==> src/core/mpnau_pkg.sv <==
/*
  Constants, enumerations and the jump-function decoder of the
  microprogram next-address unit.
  Assumes one 50 MHz clock and an AXI4-Lite register port.
*/
// How it works
// RULE1 - load puts buses in address, clears bit 8
// RULE2 - primary picks column, secondary picks low row
// RULE3 - zero-row jump to column 15 raises strobe
// RULE4 - microprogram fetch sequence starts row 0, column 15
// RULE5 - interrupt controller disables row, drives own row
// RULE6 - substituted row never changes the address register
// RULE7 - load beats any jump function
// RULE8 - load keeps latch enable, capture, strobe, flags
// RULE9 - same-column jump takes row from control bits
// RULE10 - row-zero, same-row, latch-enable jump layouts
// RULE11 - flag-latch, carry and zero test layouts
// RULE12 - aux-latch and aux-left test layouts
// RULE13 - aux-right and primary-bus test layouts
// RULE14 - flag control bits 1..0 select flag loading
// RULE15 - flag control bits 3..2 select flag output
// RULE16 - capture latch feeds flags at rising edge
// RULE17 - primary-bus test captures secondary bits into latch
// RULE18 - latch-enable jump enables latch pins at once
// RULE19 - address register takes next address each edge; the code holds it while freeze is set
package mpnau_pkg;

  localparam int UADDR_W = 9;
  localparam int ROW_W   = 5;
  localparam int COL_W   = 4;
  localparam int AC_W    = 7;
  localparam int FC_W    = 4;
  localparam int AXI_AW  = 4;
  localparam int AXI_DW  = 32;

  localparam logic [UADDR_W-1:0] UADDR_RESET = 9'h000;
  localparam logic               FLAG_RESET  = 1'b0;
  localparam logic [3:0]         AUX_RESET   = 4'h0;
  localparam logic               FREEZE_RESET = 1'b0;
  localparam logic               LOAD_MSB    = 1'b0;
  localparam logic [COL_W-1:0]   ISE_COL     = 4'hF;

  // register map
  localparam logic [AXI_AW-1:0] REG_CTRL_OFS = 4'h0;
  localparam logic [AXI_AW-1:0] REG_STAT_OFS = 4'h4;
  localparam int CTRL_FREEZE_BIT = 0;
  localparam int STAT_UADDR_LSB  = 0;
  localparam int STAT_CARRY_BIT  = 9;
  localparam int STAT_ZERO_BIT   = 10;
  localparam int STAT_FLATCH_BIT = 11;
  localparam int STAT_AUX_LSB    = 12;
  localparam logic [1:0] AXI_OKAY   = 2'h0;
  localparam logic [1:0] AXI_SLVERR = 2'h2;

  typedef enum logic [3:0] {
    jump_same_column         = 4'b0000,
    jump_row_zero            = 4'b0001,
    jump_same_row            = 4'b0010,
    jump_column_latch_enable = 4'b0011,
    jump_test_flag_latch     = 4'b0100,
    jump_test_carry          = 4'b0101,
    jump_test_zero           = 4'b0110,
    jump_test_aux_latch      = 4'b0111,
    jump_test_aux_left       = 4'b1000,
    jump_test_aux_right      = 4'b1001,
    jump_test_primary_bus    = 4'b1010
  } mpnau_jump_e;

  typedef enum logic [1:0] {
    set_carry_and_zero = 2'b00,
    set_zero_only      = 2'b01,
    set_carry_only     = 2'b10,
    hold_flags         = 2'b11
  } mpnau_fin_e;

  typedef enum logic [1:0] {
    force_out_low   = 2'b00,
    force_out_carry = 2'b01,
    force_out_zero  = 2'b10,
    force_out_high  = 2'b11
  } mpnau_fout_e;

  // prefix decode of the seven address control bits
  function automatic mpnau_jump_e mpnau_decode(input logic [AC_W-1:0] ac);
    mpnau_jump_e j;
    j = jump_same_column;
    if (ac[6:5] == 2'b00)
      j = jump_same_column;
    else if (ac[6:4] == 3'b010)
      j = jump_row_zero;
    else if (ac[6:4] == 3'b011)
      j = jump_same_row;
    else if (ac[6:4] == 3'b100)
      j = jump_test_flag_latch;
    else if (ac[6:3] == 4'b1010)
      j = jump_test_carry;
    else if (ac[6:3] == 4'b1011)
      j = jump_test_zero;
    else if (ac[6:3] == 4'b1100)
      j = jump_test_aux_latch;
    else if (ac[6:3] == 4'b1101)
      j = jump_test_aux_left;
    else if (ac[6:3] == 4'b1110)
      j = jump_column_latch_enable;
    else if (ac[6:2] == 5'b11111)
      j = jump_test_aux_right;
    else
      j = jump_test_primary_bus;
    return j;
  endfunction : mpnau_decode

endpackage : mpnau_pkg

==> src/core/mpnau_next_addr.sv <==
/*
  Combinational next-address former: eleven jump functions and the load.
  Assumes the caller registers the result and supplies the decoded jump.
*/
`timescale 1ns/10ps
module mpnau_next_addr
  import mpnau_pkg::*;
(
  // current state
  input  wire logic [mpnau_pkg::UADDR_W-1:0] cur,
  input  wire logic [3:0]                    aux,
  input  wire logic                          f_now,
  input  wire logic                          carry,
  input  wire logic                          zero,
  // microinstruction and buses
  input  wire mpnau_pkg::mpnau_jump_e        jump,
  input  wire logic [mpnau_pkg::AC_W-1:0]    ac,
  input  wire logic                          load,
  input  wire logic [7:4]                    px,
  input  wire logic [3:0]                    sx,
  // result
  output logic      [mpnau_pkg::UADDR_W-1:0] next_uaddr
);
  logic [ROW_W-1:0] row;
  logic [COL_W-1:0] col;

  always_comb
  begin
    row = cur[8:4];
    col = cur[3:0];
    case (jump)
      jump_same_column:         row = ac[4:0];                                 // RULE9
      jump_row_zero:            begin row = 5'h00; col = ac[3:0]; end          // RULE10
      jump_same_row:            col = ac[3:0];                                 // RULE10
      jump_column_latch_enable: row = {cur[8:7], ac[2:0]};                     // RULE10
      jump_test_flag_latch:     begin row = {cur[8], ac[3:0]};
                                  col = {cur[3], 2'b01, f_now}; end            // RULE11
      jump_test_carry:          begin row = {cur[8:7], ac[2:0]};
                                  col = {cur[3], 2'b01, carry}; end            // RULE11
      jump_test_zero:           begin row = {cur[8:7], ac[2:0]};
                                  col = {cur[3], 2'b01, zero}; end             // RULE11
      jump_test_aux_latch:      begin row = {cur[8:7], ac[2:0]}; col = aux; end // RULE12
      jump_test_aux_left:       begin row = {cur[8:7], ac[2:0]};
                                  col = {2'b01, aux[3:2]}; end                 // RULE12
      jump_test_aux_right:      begin row = {cur[8:7], 1'b1, ac[1:0]};
                                  col = {2'b11, aux[1:0]}; end                 // RULE13
      jump_test_primary_bus:    begin row = {cur[8:6], ac[1:0]}; col = px; end  // RULE13
      default:                  row = cur[8:4];
    endcase
    if (load)
    begin
      row = {LOAD_MSB, sx};  // RULE1 RULE2 RULE7
      col = px;              // RULE1 RULE2
    end
    next_uaddr = {row, col};
  end

endmodule : mpnau_next_addr

==> src/core/mpnau_axil.sv <==
/*
  AXI4-Lite slave handshake for the unit's small register file.
  Assumes the parent decodes addresses combinationally and holds registers.
*/
`timescale 1ns/10ps
module mpnau_axil
  import mpnau_pkg::*;
(
  // clock and reset
  input  wire logic                          sys_clk,
  input  wire logic                          arst_n,
  // write address and data
  input  wire logic [mpnau_pkg::AXI_AW-1:0]  s_axi_awaddr,
  input  wire logic                          s_axi_awvalid,
  output logic                               s_axi_awready,
  input  wire logic [mpnau_pkg::AXI_DW-1:0]  s_axi_wdata,
  input  wire logic [3:0]                    s_axi_wstrb,
  input  wire logic                          s_axi_wvalid,
  output logic                               s_axi_wready,
  // write response
  output logic [1:0]                         s_axi_bresp,
  output logic                               s_axi_bvalid,
  input  wire logic                          s_axi_bready,
  // read
  input  wire logic                          s_axi_arvalid,
  output logic                               s_axi_arready,
  output logic [mpnau_pkg::AXI_DW-1:0]       s_axi_rdata,
  output logic [1:0]                         s_axi_rresp,
  output logic                               s_axi_rvalid,
  input  wire logic                          s_axi_rready,
  // parent side
  input  wire logic [mpnau_pkg::AXI_DW-1:0]  rd_data,
  input  wire logic                          rd_hit,
  input  wire logic                          wr_hit,
  output logic                               wr_go,
  output logic [mpnau_pkg::AXI_AW-1:0]       wr_addr,
  output logic [mpnau_pkg::AXI_DW-1:0]       wr_data,
  output logic [3:0]                         wr_strb
);
  logic aw_held;
  logic w_held;

  assign s_axi_awready = !aw_held && !s_axi_bvalid;
  assign s_axi_wready  = !w_held && !s_axi_bvalid;
  assign s_axi_arready = !s_axi_rvalid;
  // write fires only once both halves are in; either may come first
  assign wr_go = aw_held && w_held && !s_axi_bvalid;

  always_ff @(posedge sys_clk or negedge arst_n)
  begin
    if (!arst_n)
    begin
      aw_held <= 1'b0;
      wr_addr <= '0;
    end
    else if (s_axi_awvalid && s_axi_awready)
    begin
      aw_held <= 1'b1;
      wr_addr <= s_axi_awaddr;
    end
    else if (wr_go)
      aw_held <= 1'b0;
  end

  always_ff @(posedge sys_clk or negedge arst_n)
  begin
    if (!arst_n)
    begin
      w_held  <= 1'b0;
      wr_data <= '0;
      wr_strb <= 4'h0;
    end
    else if (s_axi_wvalid && s_axi_wready)
    begin
      w_held  <= 1'b1;
      wr_data <= s_axi_wdata;
      wr_strb <= s_axi_wstrb;
    end
    else if (wr_go)
      w_held <= 1'b0;
  end

  always_ff @(posedge sys_clk or negedge arst_n)
  begin
    if (!arst_n)
    begin
      s_axi_bvalid <= 1'b0;
      s_axi_bresp  <= AXI_OKAY;
    end
    else if (wr_go)
    begin
      s_axi_bvalid <= 1'b1;
      s_axi_bresp  <= wr_hit ? AXI_OKAY : AXI_SLVERR;
    end
    else if (s_axi_bready)
      s_axi_bvalid <= 1'b0;
  end

  always_ff @(posedge sys_clk or negedge arst_n)
  begin
    if (!arst_n)
    begin
      s_axi_rvalid <= 1'b0;
      s_axi_rdata  <= '0;
      s_axi_rresp  <= AXI_OKAY;
    end
    else if (s_axi_arvalid && s_axi_arready)
    begin
      s_axi_rvalid <= 1'b1;
      s_axi_rdata  <= rd_hit ? rd_data : '0;
      s_axi_rresp  <= rd_hit ? AXI_OKAY : AXI_SLVERR;
    end
    else if (s_axi_rready)
      s_axi_rvalid <= 1'b0;
  end

endmodule : mpnau_axil

==> src/core/mpnau_top.sv <==
/*
  Microprogram next-address unit: address register, flags, aux latch,
  flag output, interrupt strobe enable and AXI4-Lite control/status.
  Assumes inputs synchronous to sys_clk and an outside controller that
  may take over the row lines while row_override_enable_n is low.
*/
// Design decisions made here: the AXI4-Lite interface to the registers and the address map.
`timescale 1ns/10ps
module mpnau_top
  import mpnau_pkg::*;
(
  // clock and reset
  input  wire logic                          sys_clk,
  input  wire logic                          arst_n,
  // AXI4-Lite write
  input  wire logic [mpnau_pkg::AXI_AW-1:0]  s_axi_awaddr,
  input  wire logic                          s_axi_awvalid,
  output logic                               s_axi_awready,
  input  wire logic [mpnau_pkg::AXI_DW-1:0]  s_axi_wdata,
  input  wire logic [3:0]                    s_axi_wstrb,
  input  wire logic                          s_axi_wvalid,
  output logic                               s_axi_wready,
  output logic [1:0]                         s_axi_bresp,
  output logic                               s_axi_bvalid,
  input  wire logic                          s_axi_bready,
  // AXI4-Lite read
  input  wire logic [mpnau_pkg::AXI_AW-1:0]  s_axi_araddr,
  input  wire logic                          s_axi_arvalid,
  output logic                               s_axi_arready,
  output logic [mpnau_pkg::AXI_DW-1:0]       s_axi_rdata,
  output logic [1:0]                         s_axi_rresp,
  output logic                               s_axi_rvalid,
  input  wire logic                          s_axi_rready,
  // microinstruction fields and instruction buses
  input  wire logic [mpnau_pkg::AC_W-1:0]    addr_ctrl_in,
  input  wire logic [mpnau_pkg::FC_W-1:0]    flag_ctrl_in,
  input  wire logic                          load_strobe,
  input  wire logic [7:4]                    primary_instr_bus,
  input  wire logic [3:0]                    secondary_instr_bus,
  input  wire logic                          flag_in,
  // microprogram memory address lines
  input  wire logic                          row_override_enable_n,
  output logic [mpnau_pkg::ROW_W-1:0]        uaddr_row_out,
  output logic                               uaddr_row_oe,
  output logic [mpnau_pkg::COL_W-1:0]        uaddr_col_out,
  // latch pins, flag and strobe
  output logic [3:0]                         aux_latch_out,
  output logic                               aux_latch_oe,
  output logic                               flag_out,
  output logic                               irq_strobe_enable_out
);
  logic [UADDR_W-1:0] uaddr_reg;
  logic [UADDR_W-1:0] next_uaddr;
  logic [3:0]         aux_latch;
  logic               carry_flag;
  logic               zero_flag;
  logic               f_latch;
  logic               freeze;
  mpnau_jump_e        jump;
  mpnau_fin_e         fin_sel;
  mpnau_fout_e        fout_sel;
  logic               wr_go;
  logic [AXI_AW-1:0]  wr_addr;
  logic [AXI_DW-1:0]  wr_data;
  logic [3:0]         wr_strb;
  logic [AXI_DW-1:0]  rd_data;
  logic               rd_hit;
  logic               wr_hit;

  assign jump     = mpnau_decode(addr_ctrl_in);
  assign fin_sel  = mpnau_fin_e'(flag_ctrl_in[1:0]);
  assign fout_sel = mpnau_fout_e'(flag_ctrl_in[3:2]);

  mpnau_next_addr u_next
  (
    .cur        (uaddr_reg),
    .aux        (aux_latch),
    .f_now      (flag_in),
    .carry      (carry_flag),
    .zero       (zero_flag),
    .jump       (jump),
    .ac         (addr_ctrl_in),
    .load       (load_strobe),
    .px         (primary_instr_bus),
    .sx         (secondary_instr_bus),
    .next_uaddr (next_uaddr)
  );

  // freeze is a debug hold: it stalls uaddr_reg, aux_latch, carry_flag and zero_flag at once, but not f_latch
  always_ff @(posedge sys_clk or negedge arst_n)
  begin
    if (!arst_n)
      uaddr_reg <= UADDR_RESET;
    else if (!freeze)
      uaddr_reg <= next_uaddr;  // RULE19 RULE7
  end

  // the outside row never feeds back; jumps keep using uaddr_reg
  assign uaddr_row_out = uaddr_reg[8:4];          // RULE6
  assign uaddr_row_oe  = row_override_enable_n;   // RULE5 RULE6
  assign uaddr_col_out = uaddr_reg[3:0];

  // captured even under a load
  always_ff @(posedge sys_clk or negedge arst_n)
  begin
    if (!arst_n)
      aux_latch <= AUX_RESET;
    else if (!freeze && jump == jump_test_primary_bus)
      aux_latch <= secondary_instr_bus;  // RULE17 RULE8
  end

  assign aux_latch_out = aux_latch;
  assign aux_latch_oe  = (jump == jump_column_latch_enable);  // RULE18 RULE8

  assign irq_strobe_enable_out = (jump == jump_row_zero)
                               && (addr_ctrl_in[3:0] == ISE_COL);  // RULE3 RULE8

  // transparent-low latch seen at the edge equals flag_in there
  always_ff @(posedge sys_clk or negedge arst_n)
  begin
    if (!arst_n)
      f_latch <= FLAG_RESET;
    else
      f_latch <= flag_in;  // RULE16
  end

  always_ff @(posedge sys_clk or negedge arst_n)
  begin
    if (!arst_n)
    begin
      carry_flag <= FLAG_RESET;
      zero_flag  <= FLAG_RESET;
    end
    else if (!freeze)
    begin
      case (fin_sel)
        set_carry_and_zero:
        begin
          carry_flag <= flag_in;  // RULE14 RULE16 RULE8
          zero_flag  <= flag_in;  // RULE14 RULE16
        end
        set_zero_only:  zero_flag  <= flag_in;  // RULE14
        set_carry_only: carry_flag <= flag_in;  // RULE14
        hold_flags:     carry_flag <= carry_flag;
        default:        carry_flag <= carry_flag;
      endcase
    end
  end

  always_comb
  begin
    case (fout_sel)
      force_out_low:   flag_out = 1'b0;        // RULE15
      force_out_carry: flag_out = carry_flag;  // RULE15
      force_out_zero:  flag_out = zero_flag;   // RULE15
      force_out_high:  flag_out = 1'b1;        // RULE15
      default:         flag_out = 1'b0;
    endcase
  end

  // control and status registers
  assign wr_hit = (wr_addr == REG_CTRL_OFS) || (wr_addr == REG_STAT_OFS);
  assign rd_hit = (s_axi_araddr == REG_CTRL_OFS) || (s_axi_araddr == REG_STAT_OFS);

  always_ff @(posedge sys_clk or negedge arst_n)
  begin
    if (!arst_n)
      freeze <= FREEZE_RESET;
    else if (wr_go && wr_addr == REG_CTRL_OFS && wr_strb[0])
      freeze <= wr_data[CTRL_FREEZE_BIT];
  end

  always_comb
  begin
    rd_data = '0;
    if (s_axi_araddr == REG_CTRL_OFS)
      rd_data[CTRL_FREEZE_BIT] = freeze;
    else
    begin
      rd_data[STAT_UADDR_LSB +: UADDR_W] = uaddr_reg;
      rd_data[STAT_CARRY_BIT]            = carry_flag;
      rd_data[STAT_ZERO_BIT]             = zero_flag;
      rd_data[STAT_FLATCH_BIT]           = f_latch;
      rd_data[STAT_AUX_LSB +: 4]         = aux_latch;
    end
  end

  mpnau_axil u_axil
  (
    .sys_clk       (sys_clk),
    .arst_n        (arst_n),
    .s_axi_awaddr  (s_axi_awaddr),
    .s_axi_awvalid (s_axi_awvalid),
    .s_axi_awready (s_axi_awready),
    .s_axi_wdata   (s_axi_wdata),
    .s_axi_wstrb   (s_axi_wstrb),
    .s_axi_wvalid  (s_axi_wvalid),
    .s_axi_wready  (s_axi_wready),
    .s_axi_bresp   (s_axi_bresp),
    .s_axi_bvalid  (s_axi_bvalid),
    .s_axi_bready  (s_axi_bready),
    .s_axi_arvalid (s_axi_arvalid),
    .s_axi_arready (s_axi_arready),
    .s_axi_rdata   (s_axi_rdata),
    .s_axi_rresp   (s_axi_rresp),
    .s_axi_rvalid  (s_axi_rvalid),
    .s_axi_rready  (s_axi_rready),
    .rd_data       (rd_data),
    .rd_hit        (rd_hit),
    .wr_hit        (wr_hit),
    .wr_go         (wr_go),
    .wr_addr       (wr_addr),
    .wr_data       (wr_data),
    .wr_strb       (wr_strb)
  );

endmodule : mpnau_top

==> config.mk <==
export PLATFORM = sky130hd
export DESIGN_NAME = mpnau_top
export DESIGN_NICKNAME = d
export VERILOG_FILES = /design/src/core/mpnau_pkg.sv /design/src/core/mpnau_next_addr.sv /design/src/core/mpnau_axil.sv /design/src/core/mpnau_top.sv
export SDC_FILE = /design/constraint.sdc
export NUM_CORES = 1
export LEC_CHECK = 0
export ABC_AREA = 1
export BUFFER_PORTS_ARGS = -buffer_cell sky130_fd_sc_hd__buf_4
export CAP_MARGIN = 20
export CELL_PAD_IN_SITES_DETAIL_PLACEMENT = 0
export CELL_PAD_IN_SITES_GLOBAL_PLACEMENT = 1
export CORE_MARGIN = 1.5
export CORE_UTILIZATION = 38
export DETAILED_ROUTE_END_ITERATION = 12
export PLACE_DENSITY_LB_ADDON = 0.25
export RECOVER_POWER = 50
export REMOVE_ABC_BUFFERS = 1
export SYNTH_ARGS = -nofsm -noshare
export SYNTH_HDL_FRONTEND = slang
export SYNTH_HIERARCHICAL = 1
export SYNTH_SLANG_ARGS = --single-unit
export TNS_END_PERCENT = 20
==> constraint.sdc <==
create_clock -name sys_clk -period 1.4 [get_ports sys_clk]
set_input_delay 0.28 -clock sys_clk [delete_from_list [all_inputs] [get_ports sys_clk]]
set_output_delay 0.28 -clock sys_clk [all_outputs]
set_load 0.01 [all_outputs]
==> metrics.txt <==
status=finished, violations left; failing checks=setup timing; register area=1530 sq um; Max-Cap Viols=0; Final min period=1.48 ns; area post-placement=4260 sq um; post-route cell area=4620 sq um; initial core utilization=39.4%; vias=3,194; gr usage total=20.0%; overall power=5.79 mW; DP Wirelength=6140 um; Pint=3.72 mW; Endpoint, Worst Hold=u_axil/s_axi_bvalid$_DFFE_PN0P_; critical path startpoint category=input port; share of layout cells above drive strength 1=31.0%; FF-to-FF setup slack=0.18 ns; first-pass GRT wire length=13,900 um; commonest non-fill, non-tap cells in the layout=nand2_1, buf_4, dfrtp_1, o21ai_0; post-layout util=55.7%; DR WL/cell=12.5 um; Remaining Overflow, GRT=0; Sw Pwr=2.07 mW; logic gate share of total power=33.8%; I/O pins=131; Crit. End Element=flip-flop; sequential power share=42.5%; Largest register FFs=32; Syn Inst Count=446; vias in the first global route=2,959; Antenna diodes=0; switching share of power=35.7%; CTS H-tree lvls=3; gpl congestion=0.943; HP Start=s_axi_bready; Die H=95.8 um; core area=8300 sq um; area of the multi-input gates=1570 sq um; CP Max Fanout=5; power density cells=1250 nW/um^2; Final period util=106%; Max Buffers Root-to-Sink=2; # DRC=0; Die X=95.8 um; Final Slew Violations=0; routed wire length=8630 um; Leak Pwr=2.41 nW; Cell Rows=33; Crit path arrival time=1.74 ns; highest clock rate=673 MHz; CTS tree=yes; Final Hold Viols=0; synthesis-to-finish area growth=41.2%; port buffer count=92; commonest non-fill, non-tap cell in the layout=nand2_1; initial antenna violation count=0; Setup Viol. Count Final=10; Peak VDD IR=0.000678 V; Hold Crit Class=input port to flip-flop; CTS clk-pin slew, worst paths=0.07 ns; Worst-Skew Late Latency=0.34 ns; Sink Count=61; RSZ-0062 raised after global routing=yes; Fillers=828; area of the mapped netlist=3270 sq um; drt pass-1 iters=4; Mapped Avg Cell Area=7.34 sq um; Final Skew=0.0121 ns; pre-CTS WS=-0.596 ns; vias per cell=4.62; reg2reg end=u_axil/s_axi_rdata[10]$_DFFE_PN0P_; Slew Limit Headroom=45.2%; Final Worst Setup Slack=-0.0848 ns; WS Path Type=input port to flip-flop; Initial DRC Count=181; Post-DRT Antenna Nets=0; Syn. warnings=6; root buffer cell=clkbuf_8; area of the die=9180 sq um; worst r2r src=u_axil/s_axi_rvalid$_DFFE_PN0P_; depth of the worst register-to-register path=5; pin count of the biggest net entering global routing=62; clock power share=23.7%; Layout Nets=655; worst path required time=1.66 ns; hold path depth=2; Final TNS setup=-0.665 ns; CTS Buf Count=9; Slew @ Worst Pin=0.822 ns
[power groups by stage]
stage          sequential [mW]  combinational [mW]  clock (mW)
4_1_cts                   2.48                1.95        1.42
3_5_place_dp              2.50                1.89           0
6_report                  2.46                1.96        1.37
5_1_grt                   2.52                2.24        1.49
2_1_floorplan             2.50               0.891           0
3_3_place_gp              2.49                1.86           0
[cell type report]
type	instances	area share (%)
Timing Repair Buffer	134	23.0
Multi-Input combinational cell	334	33.9
Clock buffer	12	3.14
Sequential cell	61	33.0
Inverter	42	3.57
Clock inverter	4	0.514
Tap cell	105	2.84
[routing by layer]
layer / global-route usage, % / share of wire (%)
met5: 0 / 0
met4: 9.93 / 2.4
met3: 4.50 / 6.4
met2: 31.2 / 46
met1: 26.0 / 45
[metrics by stage]
step,instances,hold slack [ns]
2_1_floorplan,437,-0.0156
6_report,692,0.109
5_1_grt,692,0.109
3_5_place_dp,666,0.302
4_1_cts,691,0.0639
3_3_place_gp,666,0.304
[worst max-delay path by stage]
stage / startpoint / end / slack [ns] / depth (start not counted)
6_report: addr_ctrl_in[5] / uaddr_reg[7]$_DFFE_PN0N_ / -0.08 / 13
5_1_grt: addr_ctrl_in[6] / uaddr_reg[0]$_DFFE_PN0N_ / -0.20 / 17
4_1_cts: addr_ctrl_in[5] / uaddr_reg[2]$_DFFE_PN0N_ / -0.09 / 15
3_5_place_dp: addr_ctrl_in[3] / uaddr_reg[2]$_DFFE_PN0N_ / -0.60 / 13
3_3_place_gp: addr_ctrl_in[4] / uaddr_reg[2]$_DFFE_PN0N_ / -0.57 / 15
2_1_floorplan: s_axi_araddr[1] / u_axil/s_axi_rdata[10]$_DFFE_PN0P_ / -0.67 / 6
[critical path: stages]
cell       delay (ns)
buf_12           0.12
nor2_2           0.14
nand2_1          0.08
o2111ai_1        0.08
buf_4            0.18
inv_2            0.05
buf_4            0.14
buf_4            0.13
o211ai_1         0.19
nand2_1          0.07
a31oi_1          0.14
nand2_1          0.06
o21ai_0          0.08
[timing repair]
item	CTS	global route
endpoints found under the hold margin	61	0
setup buffers	8	1
hold buffers	1	0
gates cloned	0	0
resized for setup	17	32
setup endpoints to repair	12	11
pin swaps	9	15
Power figures use the tool's default switching activity.
